## src/rtl/tcc_pkg.sv

```systemverilog
`default_nettype none
package tcc_pkg;
  localparam int unsigned ADDR_W = 12;
  // register indices; the byte address on the bus is four times the index
  localparam logic [7:0] IDX_COUNT_LO = 8'hA4;
  localparam logic [7:0] IDX_CAPT_LO = 8'hA6;
  localparam logic [7:0] IDX_HI_OFS = 8'h01;
  localparam logic [7:0] IDX_CTRL = 8'hB0;
  localparam logic [15:0] COUNT_RST = 16'h0000;
  localparam logic [15:0] CAPT_RST = 16'h0000;
  localparam logic [7:0] LATCH_RST = 8'h00;
  localparam logic [3:0] CTRL_RST = 4'h0;
  // control field positions
  localparam int unsigned CTRL_EDGE_BIT = 0;
  localparam int unsigned CTRL_TOP_BIT = 1;
  localparam int unsigned CTRL_SRC_BIT = 2;
  localparam int unsigned CTRL_RUN_BIT = 3;
  localparam int unsigned NUM_CMP = 2;

  typedef enum logic [2:0] {
    SEL_NONE = 3'b000,
    SEL_CNT_LO = 3'b001,
    SEL_CNT_HI = 3'b010,
    SEL_CAP_LO = 3'b011,
    SEL_CAP_HI = 3'b100,
    SEL_CTRL = 3'b101
  } tcc_sel_t;

  function automatic tcc_sel_t tcc_decode(input logic [ADDR_W-1:0] addr);
    logic [7:0] idx;
    idx = addr[9:2];
    if (addr[1:0] != 2'h0 || addr[11:10] != 2'h0)
      return SEL_NONE;
    else if (idx == IDX_COUNT_LO)
      return SEL_CNT_LO;
    else if (idx == IDX_COUNT_LO + IDX_HI_OFS)
      return SEL_CNT_HI;
    else if (idx == IDX_CAPT_LO)
      return SEL_CAP_LO;
    else if (idx == IDX_CAPT_LO + IDX_HI_OFS)
      return SEL_CAP_HI;
    else if (idx == IDX_CTRL)
      return SEL_CTRL;
    else
      return SEL_NONE;
  endfunction
endpackage
`default_nettype wire

```

## src/rtl/tcc_if.sv

```systemverilog
`timescale 1ns/1ps
`default_nettype none
interface tcc_if;
  logic load;
  logic [7:0] load_val;
  logic [7:0] hold;
  modport owner (output load, output load_val, input hold);
  modport store (input load, input load_val, output hold);
endinterface
`default_nettype wire

```

## src/rtl/tcc_hold_latch.sv

```systemverilog
`timescale 1ns/1ps
`default_nettype none
// one high-byte holding latch shared by every 16-bit register
module tcc_hold_latch
  import tcc_pkg::*;
(
  input wire logic core_clk,
  input wire logic rst,
  tcc_if.store lat
);
  logic [7:0] hold_r;
  logic [7:0] hold_nxt;

  always_comb
  begin
    hold_nxt = hold_r;
    if (lat.load)
      hold_nxt = lat.load_val;
  end

  always_ff @(posedge core_clk)
  begin
    if (rst)
      hold_r <= LATCH_RST;
    else
      hold_r <= hold_nxt;
  end

  assign lat.hold = hold_r;
endmodule
`default_nettype wire

```

## src/rtl/tcc_timer16.sv

```systemverilog
// Summary of operation
// - running count is a low byte at index 0xA4 and high byte next.
// - software reads and overwrites the live count; it clears to zero on reset.
// - 16-bit count accesses pass through an 8-bit high-byte holding latch.
// - one holding latch serves every 16-bit register, not one per register.
// - a count write blocks compare matches on the next timer tick, all units.
// - matches only on equality at a tick; skipped-over values are lost.
// - captured count is read/write, low byte at index 0xA6, clears to zero.
// - a qualifying pin or comparator edge copies the count into the capture.
// - with the capture used as top, capture events are disabled.
// - edge select 0 captures on falling edges, 1 on rising edges.
//
// Decided for this implementation: the APB register port.
`timescale 1ns/1ps
`default_nettype none
module tcc_timer16
  import tcc_pkg::*;
#(
  parameter int unsigned NCMP = NUM_CMP
)
(
  input wire logic core_clk,
  input wire logic rst,
  input wire logic psel,
  input wire logic penable,
  input wire logic pwrite,
  input wire logic [ADDR_W-1:0] paddr,
  input wire logic [31:0] pwdata,
  input wire logic [3:0] pstrb,
  output logic [31:0] prdata,
  output logic pready,
  output logic pslverr,
  input wire logic timer_tick,
  input wire logic capture_input_pin,
  input wire logic comparator_out,
  input wire logic [NCMP-1:0][15:0] compare_values,
  output logic [NCMP-1:0] compare_match,
  output logic capture_event,
  output logic [15:0] running_count,
  output logic [15:0] captured_count
);

  tcc_if lat_if ();

  tcc_hold_latch u_latch (
    .core_clk(core_clk),
    .rst(rst),
    .lat(lat_if.store)
  );

  // bus decode
  tcc_sel_t sel;
  logic acc_first;
  logic wr_done;
  logic rd_first;
  logic [7:0] wbyte;

  // the slave inserts one wait state so read data can leave a flip-flop
  assign sel = tcc_decode(paddr);
  assign acc_first = psel & penable & ~pready;
  assign wr_done = psel & penable & pready & pwrite & pstrb[0];
  assign rd_first = acc_first & ~pwrite;
  assign wbyte = pwdata[7:0];

  // bus answer state
  logic [31:0] prdata_r;
  logic [31:0] prdata_nxt;
  logic pready_r;
  logic pready_nxt;
  logic pslverr_r;
  logic pslverr_nxt;
  logic [7:0] rd_byte;

  // timer state
  logic [15:0] count_r;
  logic [15:0] count_nxt;
  logic [15:0] capt_r;
  logic [15:0] capt_nxt;
  logic [3:0] ctrl_r;
  logic [3:0] ctrl_nxt;
  logic block_r;
  logic block_nxt;
  logic [NCMP-1:0] match_r;
  logic [NCMP-1:0] match_nxt;
  logic cap_ev_r;
  logic cap_ev_nxt;
  logic src_prev_r;
  logic src_prev_nxt;
  logic src_ok_r;
  logic src_ok_nxt;

  logic tick_run;
  logic count_wr;
  logic capt_wr;
  logic src_now;
  logic edge_hit;
  logic cap_hit;

  assign tick_run = timer_tick & ctrl_r[CTRL_RUN_BIT];
  // a low-byte write commits the latched high byte with it
  assign count_wr = wr_done & (sel == SEL_CNT_LO);
  assign capt_wr = wr_done & (sel == SEL_CAP_LO);
  assign src_now = ctrl_r[CTRL_SRC_BIT] ? comparator_out : capture_input_pin;

  always_comb
  begin
    if (ctrl_r[CTRL_EDGE_BIT])
      edge_hit = src_now & ~src_prev_r;
    else
      edge_hit = ~src_now & src_prev_r;
  end

  // the source is not judged until one sample exists after reset
  assign cap_hit = edge_hit & src_ok_r & ~ctrl_r[CTRL_TOP_BIT];

  // read path and latch loading
  always_comb
  begin
    rd_byte = 8'h00;
    lat_if.load = 1'b0;
    lat_if.load_val = 8'h00;
    case (sel)
      SEL_CNT_LO:
      begin
        rd_byte = count_r[7:0];
        // high byte frozen now so a later high read pairs with this low
        lat_if.load = rd_first;
        lat_if.load_val = count_r[15:8];
      end
      SEL_CNT_HI:
      begin
        rd_byte = lat_if.hold;
        lat_if.load = wr_done;
        lat_if.load_val = wbyte;
      end
      SEL_CAP_LO:
      begin
        rd_byte = capt_r[7:0];
        lat_if.load = rd_first;
        lat_if.load_val = capt_r[15:8];
      end
      SEL_CAP_HI:
      begin
        rd_byte = lat_if.hold;
        lat_if.load = wr_done;
        lat_if.load_val = wbyte;
      end
      SEL_CTRL:
      begin
        rd_byte = {4'h0, ctrl_r};
      end
      default:
      begin
        rd_byte = 8'h00;
      end
    endcase
  end

  always_comb
  begin
    pready_nxt = acc_first;
    pslverr_nxt = acc_first & (sel == SEL_NONE);
    prdata_nxt = prdata_r;
    if (rd_first)
      prdata_nxt = {24'h0000_00, rd_byte};
  end

  always_ff @(posedge core_clk)
  begin
    if (rst)
    begin
      prdata_r <= 32'h0000_0000;
      pready_r <= 1'b0;
      pslverr_r <= 1'b0;
    end
    else
    begin
      prdata_r <= prdata_nxt;
      pready_r <= pready_nxt;
      pslverr_r <= pslverr_nxt;
    end
  end

  // counter, compare blocking and matches
  always_comb
  begin
    count_nxt = count_r;
    block_nxt = block_r;
    match_nxt = '0;
    ctrl_nxt = ctrl_r;
    if (wr_done && sel == SEL_CTRL)
      ctrl_nxt = wbyte[3:0];
    if (count_wr)
    begin
      // a write beats a tick in the same cycle; that tick is dropped
      count_nxt = {lat_if.hold, wbyte};
      block_nxt = 1'b1;
    end
    else if (tick_run)
    begin
      block_nxt = 1'b0;
      for (int i = 0; i < NCMP; i++)
      begin
        // strict equality at the tick: values jumped over never match
        match_nxt[i] = ~block_r & (count_r == compare_values[i]);
      end
      if (ctrl_r[CTRL_TOP_BIT] && count_r == capt_r)
        count_nxt = COUNT_RST;
      else
        count_nxt = count_r + 16'h0001;
    end
  end

  always_ff @(posedge core_clk)
  begin
    if (rst)
    begin
      count_r <= COUNT_RST;
      block_r <= 1'b0;
      match_r <= '0;
      ctrl_r <= CTRL_RST;
    end
    else
    begin
      count_r <= count_nxt;
      block_r <= block_nxt;
      match_r <= match_nxt;
      ctrl_r <= ctrl_nxt;
    end
  end

  // capture unit
  always_comb
  begin
    capt_nxt = capt_r;
    cap_ev_nxt = cap_hit;
    src_prev_nxt = src_now;
    src_ok_nxt = 1'b1;
    // a hardware capture wins over a software write in the same cycle
    if (cap_hit)
      capt_nxt = count_r;
    else if (capt_wr)
      capt_nxt = {lat_if.hold, wbyte};
  end

  always_ff @(posedge core_clk)
  begin
    if (rst)
    begin
      capt_r <= CAPT_RST;
      cap_ev_r <= 1'b0;
      src_prev_r <= 1'b0;
      src_ok_r <= 1'b0;
    end
    else
    begin
      capt_r <= capt_nxt;
      cap_ev_r <= cap_ev_nxt;
      src_prev_r <= src_prev_nxt;
      src_ok_r <= src_ok_nxt;
    end
  end

  assign prdata = prdata_r;
  assign pready = pready_r;
  assign pslverr = pslverr_r;
  assign compare_match = match_r;
  assign capture_event = cap_ev_r;
  assign running_count = count_r;
  assign captured_count = capt_r;
endmodule
`default_nettype wire
```

## config.mk

```make
export PLATFORM = sky130hd
export DESIGN_NAME = tcc_timer16
export DESIGN_NICKNAME = d
export VERILOG_FILES = /design/src/rtl/tcc_pkg.sv /design/src/rtl/tcc_if.sv /design/src/rtl/tcc_hold_latch.sv /design/src/rtl/tcc_timer16.sv
export SDC_FILE = /design/constraint.sdc
export NUM_CORES = 1
export LEC_CHECK = 0
export BUFFER_PORTS_ARGS = -buffer_cell sky130_fd_sc_hd__buf_2
export CAP_MARGIN = 0
export CORE_MARGIN = 10
export CORE_UTILIZATION = 54
export CTS_CLUSTER_DIAMETER = 30
export DETAILED_ROUTE_END_ITERATION = 8
export GPL_TIMING_DRIVEN = 0
export PLACE_DENSITY = 0.87
export SYNTH_ARGS = -nofsm -noshare
export SYNTH_HDL_FRONTEND = slang
export SYNTH_HIERARCHICAL = 1
export SYNTH_SLANG_ARGS = --single-unit
```

## constraint.sdc

```tcl
create_clock -name core_clk -period 4.55 [get_ports core_clk]
set_input_delay 0.6825 -clock core_clk [delete_from_list [all_inputs] [get_ports core_clk]]
set_output_delay 0.6825 -clock core_clk [all_outputs]
set_load 0.05 [all_outputs]
```

Yosys cells after proc, flatten, opt, wreduce, memory -nomap -nowiden
Index checks and enable logic that the tools add are counted.
{"block": "word_totals", "ff_bits": 60, "latch_bits": 0, "ram_bits": 0, "romBits": 0, "in_bits": 88, "out_inout_bits": 69, "elab_cells": 79, "memories": 0}
{"block": "classes", "addsub": 1, "mul": 0, "div_mod_pow": 0, "magnitude_cmp": 0, "eq_ne": 13, "shift": 0, "n_mux": 19, "n_bitwise": 23, "n_reduce_logical": 11}
{"operator": "$mux 16", "count": 5}
{"operator": "$eq 16x16->1", "count": 3}
{"operator": "$eq 8x8->1 const B", "count": 5}
{"operator": "$pmux 8 s4", "count": 1}
{"operator": "$pmux 8 s3", "count": 1}
{"operator": "$mux 3", "count": 6}
{"operator": "$add 16x1->16 const B", "count": 1}
{"operator": "$and 1x1->1", "count": 16}
{"operator": "$reduce_bool 2->1", "count": 4}
{"operator": "$not 1->1", "count": 7}
{"operator": "$eq 3x2->1 const B", "count": 2}
{"operator": "$eq 3x3->1 const B", "count": 2}
{"operator": "$mux 1", "count": 5}
{"operator": "$reduce_or 2->1", "count": 2}
{"operator": "$eq 3x1->1 const B", "count": 1}
{"operator": "$logic_not 3->1", "count": 1}
{"operator": "$reduce_or 3->1", "count": 1}
{"operator": "$logic_and 1x1->1", "count": 2}
{"operator": "$pmux 1 s2", "count": 1}
{"operator": "$logic_or 1x1->1", "count": 1}

Logic depth before layout (Yosys ltp)
{"block": "logic_depth", "word_depth": 11, "ltp_mapped": 9, "depth_no_buf": 6}

Modules after synthesis
Netlist, hierarchy kept.
{"mod": "tcc_timer16", "instances": 1, "cells_per_inst": 474, "area_per_inst_um2": 3834.9}
{"mod": "tcc_hold_latch", "instances": 1, "cells_per_inst": 26, "area_per_inst_um2": 285.3}

Least setup slack after synthesis
OpenSTA, ideal clock, no wires.
{"block": "synth_timing", "path_type": "input-to-reg", "from": "in paddr[1]", "to": "reg u_latch.hold_r[0], in the netlist u_latch/lat.hold[0]", "arrival_time_ns": 2.608, "path_slack_ns": 1.818, "stages": 9, "cell_sequence": "or4_1 buf_2 nor3_2 clkbuf_1 nand2_1 o21ai_0 buf_6 mux2i_1 nor2_1"}
{"block": "synth_between", "elab_chain_len": 6}
{"element": "start, declared", "line": "tcc_timer16.sv:27", "source": "input wire logic [ADDR_W-1:0] paddr,"}
{"element": "$reduce_bool 2->1 *", "line": "tcc_pkg.sv:32", "source": "if (addr[1:0] != 2'h0 || addr[11:10] != 2'h0)"}
{"element": "$logic_or 1x1->1 *", "line": "tcc_pkg.sv:32"}
{"element": "$mux 3 *", "line": "tcc_pkg.sv:32"}
{"element": "$eq 3x3->1, or another cell as far along", "line": "tcc_timer16.sv:122", "source": "case (sel)"}
{"element": "$reduce_or 2->1 (no source line)"}
{"element": "$pmux 1 s2 *", "line": "tcc_timer16.sv:122"}
{"element": "via lat_if.load", "line": "tcc_if.sv:4", "source": "logic load;"}
{"element": "end signal, assigned", "line": "tcc_hold_latch.sv:26", "source": "hold_r <= hold_nxt;"}
{"element": "end, declared", "line": "tcc_hold_latch.sv:11", "source": "logic [7:0] hold_r;"}
The timed path passes the listed nets; every way through them passes the cells marked *.
A chain may end at the register's enable or synchronous reset.

Worst setup path in the final report
Same ends and word-level chain as after synthesis.

==> results.sh <==
export IMPL_drive_gt1_share_pct=28.0
export IMPL_postPlaceCellArea_um2=4850
export IMPL_p_seq_share_pct=43.7
export IMPL_fin_crit_ns=2.93
export IMPL_io_buffers=103
export IMPL_power_leakage_nw=2.18
export IMPL_antenna_cells=0
export IMPL_initial_core_util_pct=56.2
export IMPL_worst_path_largest_cell_delay_ns=0.49
export IMPL_rows=31
export IMPL_syn_avg_cell_area_um2=8.24
export IMPL_max_freq_mhz=341
export IMPL_dieArea_um2=11500
export IMPL_grt_max_degree=13
export IMPL_async_reset_ff_share_pct=0
export IMPL_cts_root_buf="clkbuf_8"
export IMPL_io_pins=157
export IMPL_hpwl_um=11500
export IMPL_cts_max_level=3
export IMPL_routabilityCongestion=0.981
export IMPL_start_kind="input port"
export IMPL_required_ns=4.78
export IMPL_vias_per_cell=6.05
export IMPL_holdBufCountCts=0
export IMPL_synth_edf_count=0
export IMPL_final_cell_area_um2=5050
export IMPL_grtUsageTotal_pct=25.6
export IMPL_antenna_found_initial=0
export IMPL_ys_types=47
export IMPL_post_cts_setup_buffers=0
export IMPL_switching_share_pct=31.2
export IMPL_power_switching_uw=385
export IMPL_drt_initial_drc_count=521
export IMPL_syn_instance_count=500
export IMPL_cts_sinks=60
export IMPL_clockPowerShare_pct=40.8
export IMPL_yosys_warnings=6
export IMPL_fillCellCount=654
export IMPL_synthesis_area_um2=4120
export IMPL_relSlewSlack_pct=49.2
export IMPL_crit_path_cell_trace="buf_2 > or4_1 > buf_2 > nor3_2 > clkbuf_1 > nand2_1 > o21ai_0 > buf_6 > mux2i_1 > nor2_1"
export IMPL_cts_tree="done"
export IMPL_combPwrFrac_pct=15.5
export IMPL_drv_cap=0
export IMPL_core_area_um2=7330
export IMPL_p_int_uw=849
export IMPL_path_clk_slew_ns=0.07
export IMPL_slowest_stage="or4_1"
export IMPL_worst_hold_slack_ns=0.459
export IMPL_num_vias=4483
export IMPL_crit_top_cell="buf_2"
export IMPL_hp_class="register to register"
export IMPL_area_growth_pct=22.5
export IMPL_grt_pass1_wl_um=23400
export IMPL_ys_seq_area_share_pct=29.2
export IMPL_crit_path_end_kind="register"
export IMPL_fin_ws_ns=1.62
export IMPL_grt_pass1_vias=4248
export IMPL_synth_seq_cells=60
export IMPL_hold_viol=0
export IMPL_powerDensity_nw_per_um2=245
export IMPL_fin_util_pct=68.8
export IMPL_detail_route_antenna_nets=0
export IMPL_dp_worst_setup_slack_ns=1.30
export IMPL_dr_pass1_iters=5
export IMPL_grt_overflow_total=0
export IMPL_ctsResizeCount=0
export IMPL_status="finished clean"
export IMPL_peakVddDrop_uv=140
export IMPL_drc=0
export IMPL_die_h_um=107
export IMPL_clock_latency_ns=0.35
export IMPL_avgRoutedWirePerCell_um=20.6
export IMPL_worstMarginPinSlew_ns=0.763
export IMPL_cp_arrival_ns=3.17
export IMPL_nets=726
export IMPL_setup_violations=0
export IMPL_synthFlopType="dfxtp_1"
export IMPL_fin_crit_sh_pct=64.4
export IMPL_cts_buffers=9
export IMPL_skew_ns=0.00758
export IMPL_wl_um=15300
export IMPL_tns_ns=0
export IMPL_crit_type="input port to register"
export IMPL_rsz0062_at_grt="no"
export IMPL_die_w_um=107
export IMPL_drv_slew=0
export IMPL_cts_max_path_buffers=2
export IMPL_critPathMaxFanout=10
## path summary, 6_finish.rpt
path,from,depth (start not counted),slack [ns],endpoint
hold reg to reg,block_r,1,0.46,compare_match[1]
setup / recovery,paddr[1],10,1.62,u_latch/lat.hold[0]
hold / removal,block_r,1,0.46,compare_match[1]
setup reg to reg,running_count[0],7,1.73,running_count[2]
## kinds of logic after synthesis
logic type,count (synthesis),synth area share (%)
AOI/OAI and AO/OA,62,9.99
xor gates and xnor gates,62,13.2
adders and majority gates,1,0.304
buffers and inverters,79,10.1
DFF,60,29.2
muxes,31,7.77
other,1,0.0910
and+or+nand+nor,204,29.4
## sequential cells by signal, indices dropped and copies added, names as in the netlist
name              cells
pslverr               1
src_prev_r            1
captured_count       16
capture_event         1
ctrl_r                4
block_r               1
pready                1
compare_match         2
src_ok_r              1
u_latch/lat.hold      8
running_count        16
prdata                8
## cells in the final DEF (no fill, tap or decap), types with 5 or more instances in the layout
master    Yosys  routed
dfxtp_1      60      60
and2_1        5       5
buf_4        25      25
nor4_2       10      10
mux2_2        8       8
nand4_1       8       8
nand4b_1     16      16
o21ai_0      13      13
xnor2_1      25      25
conb_1        1      24
clkbuf_1     36      36
clkbuf_8      0       9
inv_1         5       5
xor2_1       37      37
nor3_1       23      23
nand2_1      32      32
o22ai_1      14      14
nor4_1       14      14
a31oi_1      13      13
mux2i_1      23      23
nand3_1       9       9
buf_2        10     113
nor2_1       53      53
and4_1       14      14
## cell usage after synthesis (5+ instances only)
| cell | n | area share (%) |
|---|---|---|
| mux2i_1 | 23 | 5.6 |
| a31oi_1 | 13 | 2.0 |
| nor3_1 | 23 | 2.8 |
| buf_2 | 10 | 1.2 |
| clkbuf_1 | 36 | 3.3 |
| nand4b_1 | 16 | 3.4 |
| nand2_1 | 32 | 2.9 |
| o22ai_1 | 14 | 2.1 |
| nor2_1 | 53 | 4.8 |
| nor4_1 | 14 | 2.1 |
| dfxtp_1 | 60 | 29 |
| nor4_2 | 10 | 3.0 |
| mux2_2 | 8 | 2.2 |
| buf_4 | 25 | 4.6 |
| xnor2_1 | 25 | 5.3 |
| o21ai_0 | 13 | 1.6 |
| inv_1 | 5 | 0.46 |
| and2_1 | 5 | 0.76 |
| nand4_1 | 8 | 1.2 |
| nand3_1 | 9 | 1.1 |
| and4_1 | 14 | 3.0 |
| xor2_1 | 37 | 7.9 |
## metal layers
| layer | share of wire, % | vias up | routed length (µm) | global-route usage [%] |
|---|---|---|---|---|
| met1 | 39 | 2094 | 5940 | 32.3 |
| met4 | 2.7 | 0 | 408 | 9.92 |
| met3 | 12 | 41 | 1900 | 6.95 |
| li1 | - | 2019 | - | - |
| met5 | 0 | - | 0 | 0 |
| met2 | 46 | 329 | 7040 | 40.7 |
## critical path, delay by kind of cell
kind            cells  cell delay (ns)
buf+inv             4             0.77
compound gates      1             0.31
simple gates        4             1.19
mux                 1             0.20
## per-stage QoR
stage | std cells | power (mW)
after global routing | 741 | 1.27
final | 741 | 1.23
after floorplan | 523 | 0.682
after CTS | 741 | 1.23
after detailed placement | 725 | 0.738
after global placement | 725 | 0.736
## power by group through the flow
stage          logic [mW]  clock network (mW)  registers [mW]
2_1_floorplan       0.114                   0           0.568
3_3_place_gp        0.185                   0           0.551
3_5_place_dp        0.188                   0           0.551
4_1_cts             0.188               0.500           0.539
5_1_grt             0.203               0.531           0.539
6_report            0.192               0.503           0.539
## final cells by class
type	count	area (µm²)	share of cell area (%)
sequential	60	1200	23.8
inverter	5	18.8	0.372
multi-input combinational	384	2590	51.3
clock buffer	9	124	2.45
tap	99	124	2.45
buffer	74	399	7.91
clock inverter	7	76.3	1.51
timing repair buffer	103	515	10.2
Power figures use the tool's default switching activity.
